### config.mk
export PLATFORM = sky130hd
export DESIGN_NAME = pid_alarm_monitor
export DESIGN_NICKNAME = d
export VERILOG_FILES = /design/src/pid_alarm_pkg.sv /design/src/pid_alarm_monitor.sv /design/src/pid_feedback_filter.sv
export SDC_FILE = /design/constraint.sdc
export NUM_CORES = 1
export LEC_CHECK = 0
export BUFFER_PORTS_ARGS = -buffer_cell sky130_fd_sc_hd__buf_2
export CORE_MARGIN = 1
export CORE_UTILIZATION = 57
export DETAILED_ROUTE_END_ITERATION = 16
export PLACE_DENSITY = 0.78
export REMOVE_ABC_BUFFERS = 1
export SLEW_MARGIN = 20
export SYNTH_ARGS = -nofsm -noshare
export SYNTH_HDL_FRONTEND = slang
export SYNTH_SLANG_ARGS = --single-unit
export TNS_END_PERCENT = 1
### constraint.sdc
create_clock -name pclk -period 5.45 [get_ports pclk]
set_input_delay 0 -clock pclk [delete_from_list [all_inputs] [get_ports pclk]]
set_output_delay 0 -clock pclk [all_outputs]
set_load 0.03 [all_outputs]
### src/pid_alarm_pkg.sv
`default_nettype none

package pid_alarm_pkg;

   // ----------------------------------------------------------------
   // Widths and scaling
   // ----------------------------------------------------------------
   localparam int FB_W = 16;                      // Feedback and command word width.
   localparam int FRAC_W = 4;                     // Fraction bits kept inside the filter.
   localparam int ALPHA_SHIFT = 4;                // Filter gain is 1/16 per filter step.
   localparam logic [17:0] PCT_COUNTS = 18'h00064; // Counts per percent (full scale 10000 = 100 %).
   localparam logic [15:0] FILTER_TC_MAX = 16'h2328; // 900.0 s in tenths.
   localparam logic [7:0] PCT_MAX = 8'hC8;        // 200 %.
   localparam logic [7:0] OUT_FUNC_WARN = 8'h2A;  // Output function code 42.
   localparam logic [23:0] CYCLES_PER_TENTH = 24'h000064; // Control cycles in 0.1 s.

   // ----------------------------------------------------------------
   // Control cycle timing
   // ----------------------------------------------------------------
   localparam int CLK_PERIOD_NS = 8;              // 125 MHz.
   localparam int CTRL_PERIOD_NS = 1000000;       // 1 ms control cycle.
   localparam int CTRL_CYCLES = CTRL_PERIOD_NS / CLK_PERIOD_NS;

   // ----------------------------------------------------------------
   // Register offsets (byte addresses)
   // ----------------------------------------------------------------
   localparam logic [7:0] REG_FILTER_TC = 8'h00;
   localparam logic [7:0] REG_FREEZE_BAND = 8'h04;
   localparam logic [7:0] REG_WARN_MODE = 8'h08;
   localparam logic [7:0] REG_HIGH_TH = 8'h0C;
   localparam logic [7:0] REG_LOW_TH = 8'h10;
   localparam logic [7:0] REG_OUT_FUNC = 8'h14;
   localparam logic [7:0] REG_CONTROL = 8'h18;
   localparam logic [7:0] REG_STATE = 8'h1C;
   localparam logic [7:0] REG_FEEDBACK = 8'h20;
   localparam logic [7:0] REG_IRQ_STATUS = 8'h24;
   localparam logic [7:0] REG_IRQ_MASK = 8'h28;

   // ----------------------------------------------------------------
   // Reset values and field positions
   // ----------------------------------------------------------------
   localparam logic [15:0] RST_FILTER_TC = 16'h0000;
   localparam logic [7:0] RST_FREEZE_BAND = 8'hC8;
   localparam logic [2:0] RST_WARN_MODE = 3'h0;
   localparam logic [7:0] RST_HIGH_TH = 8'h64;
   localparam logic [7:0] RST_LOW_TH = 8'h00;
   localparam logic [7:0] RST_OUT_FUNC = 8'h00;
   localparam int MODE_HOLD_BIT = 0;
   localparam int MODE_LATCH_BIT = 1;
   localparam int MODE_ERR_BIT = 2;
   localparam int CTRL_RESET_BIT = 0;
   localparam int IRQ_W = 3;
   localparam int IRQ_WARN_BIT = 0;
   localparam int IRQ_FREEZE_BIT = 1;
   localparam int IRQ_UNLATCH_BIT = 2;

   // ----------------------------------------------------------------
   // Carriers
   // ----------------------------------------------------------------
   typedef struct packed {
      logic [15:0] filter_tc;
      logic [7:0] band;
      logic [2:0] mode;
      logic [7:0] high_th;
      logic [7:0] low_th;
      logic [7:0] out_func;
   } cfg_s;

   typedef struct packed {
      cfg_s cfg;
      logic [IRQ_W-1:0] irq_status;
      logic [IRQ_W-1:0] irq_mask;
      logic [31:0] prdata;
      logic pslverr;
      logic [23:0] div_cnt;
      logic tick;
      logic kp_reset;
      logic [FB_W-1:0] fb_s1;
      logic [FB_W-1:0] fb_s2;
      logic rst_s1;
      logic rst_s2;
      logic armed;
      logic latched;
      logic warn;
      logic freeze;
      logic out;
   } mon_state_s;

   typedef struct packed {
      logic [FB_W+FRAC_W-1:0] acc;
      logic [23:0] cnt;
   } filt_state_s;

endpackage

`default_nettype wire

### src/pid_alarm_monitor.sv
`default_nettype none

// Notes on behaviour
// - Feedback smoothed, time constant 0 to 900 s.
// - Integrator frozen while error exceeds band.
// - Mode 0: warn outside absolute limits.
// - Mode 4: warn outside command-relative limits.
// - Mode bits: hold, latch, error type.
// - Hold: suppressed until range left once.
// - Latch: warning stays on after leaving.
// - Latch cleared only by reset command.
// - Thresholds are percent of feedback scale.
// - Output driven only when selector is 42.

module pid_alarm_monitor #(
   parameter int CTRL_CYCLES = pid_alarm_pkg::CTRL_CYCLES
) (
   input wire logic pclk, // APB clock, 125 MHz.
   input wire logic presetn, // Asynchronous reset, active low.
   input wire logic psel, // APB select.
   input wire logic penable, // APB access phase.
   input wire logic pwrite, // APB direction, high for write.
   input wire logic [7:0] paddr, // APB byte address.
   input wire logic [31:0] pwdata, // APB write data.
   output logic [31:0] prdata, // APB read data.
   output logic pready, // APB ready.
   output logic pslverr, // APB error for unmapped address.
   input wire logic [15:0] feedback_value, // Sensor feedback, full scale 10000.
   input wire logic [15:0] command_value, // Command from the same clock domain.
   input wire logic reset_terminal, // Reset terminal command pin, active high.
   output logic process_warning_out, // Process warning on the digital output.
   output logic integrator_freeze, // High while the integrator must hold.
   output logic irq // Level interrupt.
);

   // ----------------------------------------------------------------
   // State and decode
   // ----------------------------------------------------------------
   pid_alarm_pkg::mon_state_s st_ff, nxt_st; // Whole block state.
   logic [15:0] pv_filt; // Filtered feedback.
   logic setup; // APB setup phase.
   logic wr_acc; // APB write taking effect.
   logic mapped; // Address decodes to a register.
   logic signed [17:0] pv; // Filtered feedback, signed.
   logic signed [17:0] cmd; // Command, signed.
   logic signed [17:0] hi_cnt; // High threshold in counts.
   logic signed [17:0] lo_cnt; // Low threshold in counts.
   logic signed [17:0] hi_lim; // Upper comparison limit.
   logic signed [17:0] lo_lim; // Lower comparison limit.
   logic signed [17:0] err; // Command minus feedback.
   logic [17:0] err_mag; // Error magnitude.
   logic in_range; // Feedback inside the alarm range.
   logic clr_req; // Reset command from keypad or terminal.
   logic raw_warn; // Warning before latching.

   assign setup = psel && !penable;
   assign wr_acc = psel && penable && pwrite;
   assign pready = 1'b1;
   assign prdata = st_ff.prdata;
   assign pslverr = st_ff.pslverr;
   assign process_warning_out = st_ff.out;
   assign integrator_freeze = st_ff.freeze;
   assign irq = |(st_ff.irq_status & st_ff.irq_mask);

   // Addresses that hold a register; anything else answers with pslverr.
   always_comb begin
      unique case (paddr)
         pid_alarm_pkg::REG_FILTER_TC, pid_alarm_pkg::REG_FREEZE_BAND, pid_alarm_pkg::REG_WARN_MODE,
         pid_alarm_pkg::REG_HIGH_TH, pid_alarm_pkg::REG_LOW_TH, pid_alarm_pkg::REG_OUT_FUNC,
         pid_alarm_pkg::REG_CONTROL, pid_alarm_pkg::REG_STATE, pid_alarm_pkg::REG_FEEDBACK,
         pid_alarm_pkg::REG_IRQ_STATUS, pid_alarm_pkg::REG_IRQ_MASK: begin
            mapped = 1'b1;
         end
         default: begin
            mapped = 1'b0;
         end
      endcase
   end

   // ----------------------------------------------------------------
   // Feedback filter
   // ----------------------------------------------------------------
   pid_feedback_filter #(
      .W(pid_alarm_pkg::FB_W)
   ) u_filter (
      .pclk(pclk),
      .presetn(presetn),
      .tick(st_ff.tick),
      .tc(st_ff.cfg.filter_tc),
      .din(st_ff.fb_s2),
      .dout(pv_filt)
   );

   // ----------------------------------------------------------------
   // Comparisons
   // ----------------------------------------------------------------
   // Thresholds are whole percent of full scale, so one percent is 100 counts.
   // Signed 18-bit arithmetic keeps command minus threshold from wrapping.
   always_comb begin
      pv = $signed({2'b00, pv_filt});
      cmd = $signed({2'b00, command_value});
      hi_cnt = $signed(18'({10'h000, st_ff.cfg.high_th} * pid_alarm_pkg::PCT_COUNTS));
      lo_cnt = $signed(18'({10'h000, st_ff.cfg.low_th} * pid_alarm_pkg::PCT_COUNTS));
      if (st_ff.cfg.mode[pid_alarm_pkg::MODE_ERR_BIT]) begin
         hi_lim = cmd + hi_cnt;
         lo_lim = cmd - lo_cnt;
      end else begin
         hi_lim = hi_cnt;
         lo_lim = lo_cnt;
      end
      in_range = (pv < lo_lim) || (pv > hi_lim);
      err = cmd - pv;
      err_mag = err[17] ? 18'(-err) : 18'(err);
   end

   // The keypad key and the terminal clear a latch the same way a fault reset does.
   assign clr_req = st_ff.kp_reset || st_ff.rst_s2;

   // Hold suppresses the warning until the quantity has been out of range once.
   assign raw_warn = in_range && (st_ff.armed || !st_ff.cfg.mode[pid_alarm_pkg::MODE_HOLD_BIT]);

   localparam int IRQ_W_LOCAL = pid_alarm_pkg::IRQ_W; // Status width used in slices.

   // ----------------------------------------------------------------
   // Next-state logic
   // ----------------------------------------------------------------
   always_comb begin
      logic [IRQ_W_LOCAL-1:0] set_ev;
      set_ev = '0;
      nxt_st = st_ff;
      // Synchronisers: the first stage feeds only the second.
      nxt_st.fb_s1 = feedback_value;
      nxt_st.fb_s2 = st_ff.fb_s1;
      nxt_st.rst_s1 = reset_terminal;
      nxt_st.rst_s2 = st_ff.rst_s1;
      nxt_st.kp_reset = 1'b0;
      // Control cycle divider.
      if (st_ff.div_cnt >= 24'(CTRL_CYCLES - 1)) begin
         nxt_st.div_cnt = 24'h000000;
         nxt_st.tick = 1'b1;
      end else begin
         nxt_st.div_cnt = st_ff.div_cnt + 24'h000001;
         nxt_st.tick = 1'b0;
      end
      // Supervision runs only on control cycle ticks.
      if (st_ff.tick) begin
         if (!in_range) begin
            nxt_st.armed = 1'b1;
         end
         nxt_st.freeze = err_mag > 18'({10'h000, st_ff.cfg.band} * pid_alarm_pkg::PCT_COUNTS);
         if (raw_warn && st_ff.cfg.mode[pid_alarm_pkg::MODE_LATCH_BIT]) begin
            nxt_st.latched = 1'b1;
         end
         nxt_st.warn = raw_warn || nxt_st.latched;
      end
      // A reset clears the latch; a tick that sets it again in the same cycle wins.
      if (clr_req && !(st_ff.tick && raw_warn && st_ff.cfg.mode[pid_alarm_pkg::MODE_LATCH_BIT])) begin
         nxt_st.latched = 1'b0;
         if (!st_ff.tick) begin
            nxt_st.warn = st_ff.warn && !st_ff.latched;
         end
      end
      // Output terminal carries the warning only when assigned code 42.
      nxt_st.out = nxt_st.warn && (st_ff.cfg.out_func == pid_alarm_pkg::OUT_FUNC_WARN);
      // Interrupt events.
      set_ev[pid_alarm_pkg::IRQ_WARN_BIT] = nxt_st.warn && !st_ff.warn;
      set_ev[pid_alarm_pkg::IRQ_FREEZE_BIT] = nxt_st.freeze && !st_ff.freeze;
      set_ev[pid_alarm_pkg::IRQ_UNLATCH_BIT] = st_ff.latched && !nxt_st.latched;
      // APB writes take effect in the access phase.
      if (wr_acc) begin
         unique case (paddr)
            pid_alarm_pkg::REG_FILTER_TC: begin
               // Values past 900.0 s are clamped to FILTER_TC_MAX, the longest time constant.
               nxt_st.cfg.filter_tc = (pwdata[15:0] > pid_alarm_pkg::FILTER_TC_MAX) ?
                                      pid_alarm_pkg::FILTER_TC_MAX : pwdata[15:0];
            end
            pid_alarm_pkg::REG_FREEZE_BAND: begin
               nxt_st.cfg.band = (pwdata[7:0] > pid_alarm_pkg::PCT_MAX) ? pid_alarm_pkg::PCT_MAX : pwdata[7:0];
            end
            pid_alarm_pkg::REG_WARN_MODE: begin
               nxt_st.cfg.mode = pwdata[2:0];
            end
            pid_alarm_pkg::REG_HIGH_TH: begin
               nxt_st.cfg.high_th = (pwdata[7:0] > pid_alarm_pkg::PCT_MAX) ? pid_alarm_pkg::PCT_MAX : pwdata[7:0];
            end
            pid_alarm_pkg::REG_LOW_TH: begin
               nxt_st.cfg.low_th = (pwdata[7:0] > pid_alarm_pkg::PCT_MAX) ? pid_alarm_pkg::PCT_MAX : pwdata[7:0];
            end
            pid_alarm_pkg::REG_OUT_FUNC: begin
               nxt_st.cfg.out_func = pwdata[7:0];
            end
            pid_alarm_pkg::REG_CONTROL: begin
               nxt_st.kp_reset = pwdata[pid_alarm_pkg::CTRL_RESET_BIT];
            end
            pid_alarm_pkg::REG_IRQ_MASK: begin
               nxt_st.irq_mask = pwdata[IRQ_W_LOCAL-1:0];
            end
            default: begin
               // Read-only, write-one-to-clear or unmapped: nothing stored here.
            end
         endcase
      end
      // Sticky status: write one clears, a new event in the same cycle wins.
      if (wr_acc && paddr == pid_alarm_pkg::REG_IRQ_STATUS) begin
         nxt_st.irq_status = (st_ff.irq_status & ~pwdata[IRQ_W_LOCAL-1:0]) | set_ev;
      end else begin
         nxt_st.irq_status = st_ff.irq_status | set_ev;
      end
      // Read data and error are captured in the setup phase for a zero-wait access.
      if (setup) begin
         nxt_st.pslverr = !mapped;
         unique case (paddr)
            pid_alarm_pkg::REG_FILTER_TC: nxt_st.prdata = {16'h0000, st_ff.cfg.filter_tc};
            pid_alarm_pkg::REG_FREEZE_BAND: nxt_st.prdata = {24'h000000, st_ff.cfg.band};
            pid_alarm_pkg::REG_WARN_MODE: nxt_st.prdata = {29'h00000000, st_ff.cfg.mode};
            pid_alarm_pkg::REG_HIGH_TH: nxt_st.prdata = {24'h000000, st_ff.cfg.high_th};
            pid_alarm_pkg::REG_LOW_TH: nxt_st.prdata = {24'h000000, st_ff.cfg.low_th};
            pid_alarm_pkg::REG_OUT_FUNC: nxt_st.prdata = {24'h000000, st_ff.cfg.out_func};
            pid_alarm_pkg::REG_STATE: begin
               nxt_st.prdata = {27'h0000000, st_ff.out, st_ff.armed, st_ff.latched, st_ff.freeze, st_ff.warn};
            end
            pid_alarm_pkg::REG_FEEDBACK: nxt_st.prdata = {16'h0000, pv_filt};
            pid_alarm_pkg::REG_IRQ_STATUS: nxt_st.prdata = {29'h00000000, st_ff.irq_status};
            pid_alarm_pkg::REG_IRQ_MASK: nxt_st.prdata = {29'h00000000, st_ff.irq_mask};
            default: nxt_st.prdata = 32'h00000000;
         endcase
      end
   end

   // ----------------------------------------------------------------
   // State register
   // ----------------------------------------------------------------
   // Hold restarts from power-up: armed clears only under reset.
   always_ff @(posedge pclk or negedge presetn) begin
      if (!presetn) begin
         st_ff <= '0;
         st_ff.cfg.filter_tc <= pid_alarm_pkg::RST_FILTER_TC;
         st_ff.cfg.band <= pid_alarm_pkg::RST_FREEZE_BAND;
         st_ff.cfg.mode <= pid_alarm_pkg::RST_WARN_MODE;
         st_ff.cfg.high_th <= pid_alarm_pkg::RST_HIGH_TH;
         st_ff.cfg.low_th <= pid_alarm_pkg::RST_LOW_TH;
         st_ff.cfg.out_func <= pid_alarm_pkg::RST_OUT_FUNC;
      end else begin
         st_ff <= nxt_st;
      end
   end

   // ----------------------------------------------------------------
   // Checks
   // ----------------------------------------------------------------
   property p_freeze;
      @(posedge pclk) disable iff (!presetn)
      st_ff.tick |=> (integrator_freeze == ($past(err_mag) > 18'({10'h000, $past(st_ff.cfg.band)} * 18'h00064)));
   endproperty
   a_freeze: assert property (p_freeze) else $error("freeze does not follow band");

   property p_abs_low;
      @(posedge pclk) disable iff (!presetn)
      (st_ff.tick && st_ff.cfg.mode == 3'h0 && pv < lo_cnt) |=> st_ff.warn;
   endproperty
   a_abs_low: assert property (p_abs_low) else $error("absolute low warning missing");

   property p_err_high;
      @(posedge pclk) disable iff (!presetn)
      (st_ff.tick && st_ff.cfg.mode == 3'h4 && pv > cmd + hi_cnt) |=> st_ff.warn;
   endproperty
   a_err_high: assert property (p_err_high) else $error("error high warning missing");

   property p_no_latch;
      @(posedge pclk) disable iff (!presetn)
      (st_ff.tick && !st_ff.cfg.mode[1] && !in_range) |=> !st_ff.warn;
   endproperty
   a_no_latch: assert property (p_no_latch) else $error("warning stayed without latch");

   property p_hold;
      @(posedge pclk) disable iff (!presetn)
      ($rose(st_ff.warn) && st_ff.cfg.mode[0]) |-> $past(st_ff.armed);
   endproperty
   a_hold: assert property (p_hold) else $error("warning rose before hold released");

   property p_latch_keep;
      @(posedge pclk) disable iff (!presetn)
      (st_ff.latched && !clr_req) |=> (st_ff.latched && st_ff.warn);
   endproperty
   a_latch_keep: assert property (p_latch_keep) else $error("latched warning dropped");

   property p_unlatch;
      @(posedge pclk) disable iff (!presetn)
      $fell(st_ff.latched) |-> $past(clr_req);
   endproperty
   a_unlatch: assert property (p_unlatch) else $error("latch cleared without reset");

   property p_high_pct;
      @(posedge pclk) disable iff (!presetn)
      (st_ff.tick && st_ff.cfg.mode == 3'h0 && pv > $signed({10'h000, st_ff.cfg.high_th}) * 18'sh00064)
      |=> st_ff.warn;
   endproperty
   a_high_pct: assert property (p_high_pct) else $error("high percent threshold missed");

   property p_out_gate;
      @(posedge pclk) disable iff (!presetn)
      process_warning_out |-> ($past(st_ff.cfg.out_func) == 8'h2A && st_ff.warn);
   endproperty
   a_out_gate: assert property (p_out_gate) else $error("output driven without code 42");

   property p_tick_only;
      @(posedge pclk) disable iff (!presetn)
      !st_ff.tick |=> $stable(integrator_freeze);
   endproperty
   a_tick_only: assert property (p_tick_only) else $error("freeze changed between ticks");

endmodule

`default_nettype wire

### src/pid_feedback_filter.sv
`default_nettype none

module pid_feedback_filter #(
   parameter int W = 16
) (
   input wire logic pclk, // Clock.
   input wire logic presetn, // Asynchronous reset, active low.
   input wire logic tick, // Control cycle enable pulse.
   input wire logic [15:0] tc, // Time constant in tenths of a second.
   input wire logic [W-1:0] din, // Raw feedback.
   output logic [W-1:0] dout // Filtered feedback.
);

   // ----------------------------------------------------------------
   // First-order smoothing
   // ----------------------------------------------------------------
   // A fixed gain of 1/16 is applied every tc*100/16 control cycles, which
   // gives a time constant of tc tenths of a second without a divider.
   pid_alarm_pkg::filt_state_s st_ff, nxt_st;
   logic [23:0] interval; // Control cycles between filter steps.
   logic signed [W+pid_alarm_pkg::FRAC_W+1:0] diff; // Target minus accumulator.

   assign interval = 24'(({8'h00, tc} * pid_alarm_pkg::CYCLES_PER_TENTH) >> pid_alarm_pkg::ALPHA_SHIFT);
   assign diff = $signed({2'b00, din, {pid_alarm_pkg::FRAC_W{1'b0}}}) - $signed({2'b00, st_ff.acc});
   assign dout = st_ff.acc[W+pid_alarm_pkg::FRAC_W-1:pid_alarm_pkg::FRAC_W];

   // Step the accumulator on the paced control ticks.
   always_comb begin
      nxt_st = st_ff;
      if (tick) begin
         if (interval == 24'h000000) begin
            nxt_st.acc = {din, {pid_alarm_pkg::FRAC_W{1'b0}}};
            nxt_st.cnt = 24'h000000;
         end else if (st_ff.cnt >= interval - 24'h000001) begin
            nxt_st.cnt = 24'h000000;
            nxt_st.acc = (W + pid_alarm_pkg::FRAC_W)'($signed({2'b00, st_ff.acc})
                         + (diff >>> pid_alarm_pkg::ALPHA_SHIFT));
         end else begin
            nxt_st.cnt = st_ff.cnt + 24'h000001;
         end
      end
   end

   // Single state register.
   always_ff @(posedge pclk or negedge presetn) begin
      if (!presetn) begin
         st_ff <= '0;
      end else begin
         st_ff <= nxt_st;
      end
   end

   // With a zero time constant the filter copies the input on every control tick and holds it between ticks.
   property p_passthru;
      @(posedge pclk) disable iff (!presetn)
      (tick && tc == 16'h0000) |=> (dout == $past(din));
   endproperty
   a_passthru: assert property (p_passthru) else $error("filter did not pass input through");

endmodule

`default_nettype wire

Word level (Yosys, flattened, before mapping)
Cells that the tools add are included.
{"block": "classes", "mul": 4, "reduce_logical": 40, "mux": 19, "add_sub_neg": 9, "eq_ne": 11, "n_bitwise": 6, "order_cmp": 7}
{"cell": "$pmux W16 S10", "n": 1}
{"cell": "$add A24 B1 Y24 const B", "n": 2}
{"cell": "$mux W44", "n": 1}
{"cell": "$mul A8 B5 Y13 const B", "n": 3}
{"cell": "$mux W18", "n": 2}
{"cell": "$eq A8 B5 Y1 const B", "n": 4}
{"cell": "$eq A8 B6 Y1 const B", "n": 4}
{"cell": "$mux W25", "n": 1}
{"cell": "$ge A24 B17 Y1 const B", "n": 1}
{"cell": "$ge A24 B24 Y1", "n": 1}
{"cell": "$logic_not A24 Y1", "n": 1}
{"cell": "$mux W24", "n": 1}
{"cell": "$mul A16 B5 Y21 const B", "n": 1}
{"cell": "$sub A20 B20 Y21", "n": 1}
{"cell": "$add A20 B17 Y20", "n": 1}
{"cell": "$mux W20", "n": 1}
{"cell": "$sub A19 B1 Y20 const B", "n": 1}
{"cell": "$gt A17 B18 Y1", "n": 1}
{"cell": "$gt A18 B15 Y1", "n": 1}
{"cell": "$lt A17 B18 Y1", "n": 1}
{"cell": "$neg A17 Y18", "n": 1}
{"cell": "$reduce_and A2 Y1", "n": 9}
{"cell": "$add A16 B15 Y17", "n": 1}
{"cell": "$mux W17", "n": 1}
{"cell": "other kinds (22)", "n": 54}
{"block": "totals", "ff_bits": 199, "elab_cells": 120, "inputBits": 78, "out_inout_bits": 37}

Depth between registers and ports, before layout
{"block": "logic_depth", "word_depth": 17, "mapped_depth": 27, "ltp_nobuf": 27}

By module
Synthesis repeated with hierarchy kept, for this count alone.
{"block": "unflattened", "cells_unflattened": 1905, "hier_area_um2": 17469.3}
{"mod": "pid_alarm_monitor", "seq_area_each_um2": 3485.8, "area_each_um2": 11074.4, "n_inst": 1, "cells_each": 1169}
{"mod": "pid_feedback_filter", "seq_area_each_um2": 1101.1, "area_each_um2": 6394.9, "n_inst": 1, "cells_each": 736}

Least setup slack after synthesis
OpenSTA, ideal clock, no wires.
{"block": "synth_timing", "kind": "reg2reg", "from": "register st_ff[141] in the netlist's numbering", "to": "register u_filter.st_ff, in the netlist u_filter.dout[10]", "setup_ns": 0.079, "arrival_time_ns": 5.759, "required_ns": 5.371, "path_buffers": 2, "stages_incl_launch_ff": 23, "synth_period_minus_slack_ns": 5.839, "slack_ns": -0.389, "path_cell_list": "dfrtp_1 ha_1 ha_1 inv_1 fa_1 inv_1 ha_1 nor2b_1 o31a_1 o211a_1 o211a_1 or3_1 and2_1 nor2_1 or4b_2 ha_1 and4_1 nand4_1 o211a_1 clkbuf_1 a21oi_2 buf_2 mux2i_1"}
{"block": "synth_between", "elab_chain_cells": 5, "elab_cells_between_ends": 7, "cone_classes": "add/sub: 1; mul: 1; order compare: 1; mux: 1; reduce/logical: 3"}
{"element": "start: declaration", "line": "pid_alarm_monitor.sv:39", "rtl": "pid_alarm_pkg::mon_state_s st_ff, nxt_st;"}
{"element": "start signal: assignment", "line": "pid_alarm_monitor.sv:244", "rtl": "st_ff <= nxt_st;"}
{"element": "$mul A16 B5 Y21 (*)", "line": "pid_feedback_filter.sv:23", "rtl": "assign interval = 24'(({8'h00, tc} * pid_alarm_pkg::CYCLES_PER_TENTH) >> pid_alarm_pkg::ALPHA_SHIFT);"}
{"element": "$sub A19 B1 Y20", "line": "pid_feedback_filter.sv:34", "rtl": "end else if (st_ff.cnt >= interval - 24'h000001) begin"}
{"element": "$ge A24 B24 Y1", "line": "pid_feedback_filter.sv:34"}
{"element": "$reduce_bool A2 Y1 (no source line)"}
{"element": "$reduce_and A2 Y1 (no source line)"}
{"element": "end signal: assignment", "line": "pid_feedback_filter.sv:49", "rtl": "st_ff <= nxt_st;"}
{"element": "end: declaration", "line": "pid_feedback_filter.sv:19", "rtl": "pid_alarm_pkg::filt_state_s st_ff, nxt_st;"}
Every way passes the cells marked *; elsewhere a longest branch is shown, timed or not.
A chain may end at the register's enable or synchronous reset.

==> flow_metrics.tcl <==
set metrics [dict create \
    overflow 0 \
    hpwl_um 37260 \
    report.final.hold_viol_count 0 \
    avgRoutedWirePerCell_um 19.40 \
    cts_max_level 4 \
    syn-instance-count 1916 \
    cp.arrival_ns 6.05 \
    worst-setup-path-type "reg -> reg" \
    initial_core_util_pct 58.12 \
    die_y_um 176.1 \
    postLayoutCellArea_um2 20950 \
    synthesis.area_um2 17270 \
    p_leak_nw 10.17 \
    ys_types 87 \
    rows 63 \
    ys.flop_type "dfrtp_1" \
    drive_above_1_share_pct 19.95 \
    die_area_um2 31000 \
    regArea_um2 4591 \
    ios 115 \
    synth-async-reset-ratio_pct 100.0 \
    yosysWarnings 0 \
    drcViolationCount 0 \
    antenna_found_initial 1 \
    p_clk_share_pct 31.3 \
    die_w_um 176.1 \
    p_int_mw 2.693 \
    cts-root-buf "clkbuf_16" \
    peakVddDrop_v 0.0002352 \
    failed_checks "negative setup slack" \
    fmaxAchievable_mhz 175.1 \
    p_total_mw 4.123 \
    track_usage_pct 32.09 \
    core-area_um2 29720 \
    worst_slew_margin_rel_pct 33.25 \
    postPlaceCellArea_um2 18930 \
    dp_cells 2476 \
    drtAntennaViolNets 0 \
    required_ns 5.79 \
    multi_input_area_um2 12390 \
    dp_slack_ns -0.3929 \
    area_growth_pct 21.26 \
    io_buffers 81 \
    period_share_pct 104.8 \
    period_needed_ns 5.710 \
    viasPerCell 6.077 \
    setup_ws_ns -0.2596 \
    cts.sinks 183 \
    grt_pass1_vias 15220 \
    clock_path_buffers 2 \
    timing.hold.ws_ns 0.07095 \
    diodes 0 \
    status "finished with violations" \
    cts_buffers 17 \
    setup_viol 48 \
    powerDensity_nw_per_um2 196.8 \
    worstHoldPathType "in -> reg" \
    dr.pass1.iters 9 \
    final_common_cell "ha_1" \
    combPwrFrac_pct 32.8 \
    tightest_slew_ns 1.001 \
    cp_max_fo 4 \
    grt_pass1_wl_um 78230 \
    path_clk_slew_ns 0.08 \
    gp_congestion 0.9865 \
    p_sw_share_pct 34.67 \
    slew_viol_final 0 \
    clk_latency_ns 0.46 \
    synth-seq-area-share_pct 26.56 \
    routed_wl_um 50170 \
    nFillCells 2140 \
    grt_max_degree 113 \
    drt_iter0_drc 1431 \
    final_cell_mix "ha_1 (263), dfrtp_1 (174), buf_4 (169), inv_1 (165), nand2_1 (138)" \
    seq_power_share_pct 35.9 \
    endpoint_kind "flip-flop" \
    ys_ff_latch 183 \
    syn_avg_cell_area_um2 9.015 \
    power_switching_mw 1.429 \
    nNetsFinal 2573 \
    cts_tree "done" \
    drv_cap 0 \
    rsz0062_at_grt "true" \
    finalClockSkew_ns 0.008981 \
    num_vias 15710 \
    cp-start-kind "flip-flop" \
    finalNonFillerCells 2586 \
    synth_enable_flop_cells 0 \
]
==> power groups by stage <==
stage,logic [mW],clock network (mW),registers [mW]
detailed placement,1.14,0,1.50
CTS,1.24,1.30,1.47
global placement,1.09,0,1.50
finish,1.35,1.29,1.48
floorplan,0.740,0,1.49
global route,1.47,1.36,1.48
==> worst paths after layout <==
check	from	endpoint	slack, ns	cells past startpoint
setup reg to reg	st_ff[115]$_DFFE_PN0P_	process_warning_out$_DFF_PN0_	-0.26	27
hold / removal	pwdata[14]	st_ff[148]$_DFFE_PN0P_	0.07	5
min in group asynchronous	presetn	u_filter.st_ff[11]$_DFFE_PN0P_	0.24	2
setup / recovery	st_ff[115]$_DFFE_PN0P_	process_warning_out$_DFF_PN0_	-0.26	27
max in group asynchronous	presetn	u_filter.dout[0]$_DFFE_PN0P_	3.74	3
hold reg to reg	nxt_st[9]$_DFF_PN0_	st_ff[9]$_DFF_PN0_	0.35	0
==> worst max-delay path, cell delays in order (launching register included) <==
cell      delay [ns]
dfrtp_1         0.44
ha_1            0.31
ha_1            0.30
inv_1           0.06
fa_1            0.51
inv_1           0.06
ha_1            0.28
inv_1           0.11
o21bai_2        0.10
a21oi_1         0.19
o21bai_1        0.11
buf_4           0.15
xnor2_1         0.28
ha_1            0.33
and3_1          0.15
nand3_1         0.12
a31oi_1         0.11
nand2b_1        0.16
o22a_1          0.21
ha_1            0.27
o21a_1          0.10
o21a_1          0.19
o31a_1          0.12
a311oi_2        0.21
buf_4           0.17
o221ai_2        0.11
buf_4           0.17
a311oi_2        0.26
==> state kept, by name (all words and copies together), names as in the netlist <==
name / count
u_filter.dout: 16
st_ff: 103
u_filter.st_ff: 28
pslverr: 1
integrator_freeze: 1
nxt_st: 17
process_warning_out: 1
prdata: 16
==> layout make-up <==
class,instances,share of cell area (%)
Inverter,170,3.047
Timing Repair Buffer,300,10.64
Tap cell,390,2.330
Clock buffer,17,2.031
Clock inverter,15,0.8722
Sequential cell,183,21.92
Multi-Input combinational cell,1511,59.16
==> repair_timing <==
action,4_1_cts,5_1_grt
hold buffers,41,0
cloned,2,0
pin swaps,55,51
hold endpoints to repair,174,0
endpoints found under the setup margin,50,52
gates resized for setup,59,59
setup buffers,24,12
==> routing by layer <==
| metal | up-vias | share of wire (%) | global-route usage (%) |
|---|---|---|---|
| met5 | - | 0.19 | 0 |
| met4 | 4 | 4.8 | 15.18 |
| met3 | 194 | 7.4 | 7.450 |
| met2 | 652 | 46 | 50.98 |
| met1 | 7525 | 42 | 41.22 |
| li1 | 7339 | - | - |
==> synthesized netlist by cell type, types with 31 or more instances <==
cell type | instances | area share (%)
mux2i_1 | 53 | 3.1
a21oi_1 | 102 | 3.0
nor2_1 | 141 | 3.1
buf_4 | 36 | 1.6
nand3_1 | 38 | 1.1
nand2_1 | 138 | 3.0
o21ai_0 | 94 | 2.7
xor2_1 | 62 | 3.1
dfrtp_1 | 177 | 26
clkbuf_1 | 31 | 0.67
xnor2_1 | 94 | 4.8
a21o_1 | 39 | 1.7
nor3_1 | 37 | 1.1
inv_1 | 169 | 3.7
ha_1 | 288 | 21
==> through the flow <==
stage / setup TNS [ns] / utilization [%]
floorplan: -43.83 / -
global placement: -8.489 / 63.72
detailed placement: -16.31 / 63.72
CTS: -2.643 / 69.07
global route: -13.78 / 70.48
finish: -5.379 / 70.48
==> cell families (layout without fill, tap and decap cells) <==
logic type | count (synthesis) | count (layout) | share of synthesized area (%)
adders and majority gates | 312 | 312 | 23.64
AOI/OAI and AO/OA | 446 | 446 | 17.36
and+or+nand+nor | 502 | 502 | 14.13
xor gates and xnor gates | 156 | 156 | 7.910
other | 2 | 24 | 0.04348
DFF | 183 | 183 | 26.56
muxes | 71 | 71 | 4.245
buffers and inverters | 244 | 502 | 6.121
(Power assumes the default switching activity.)
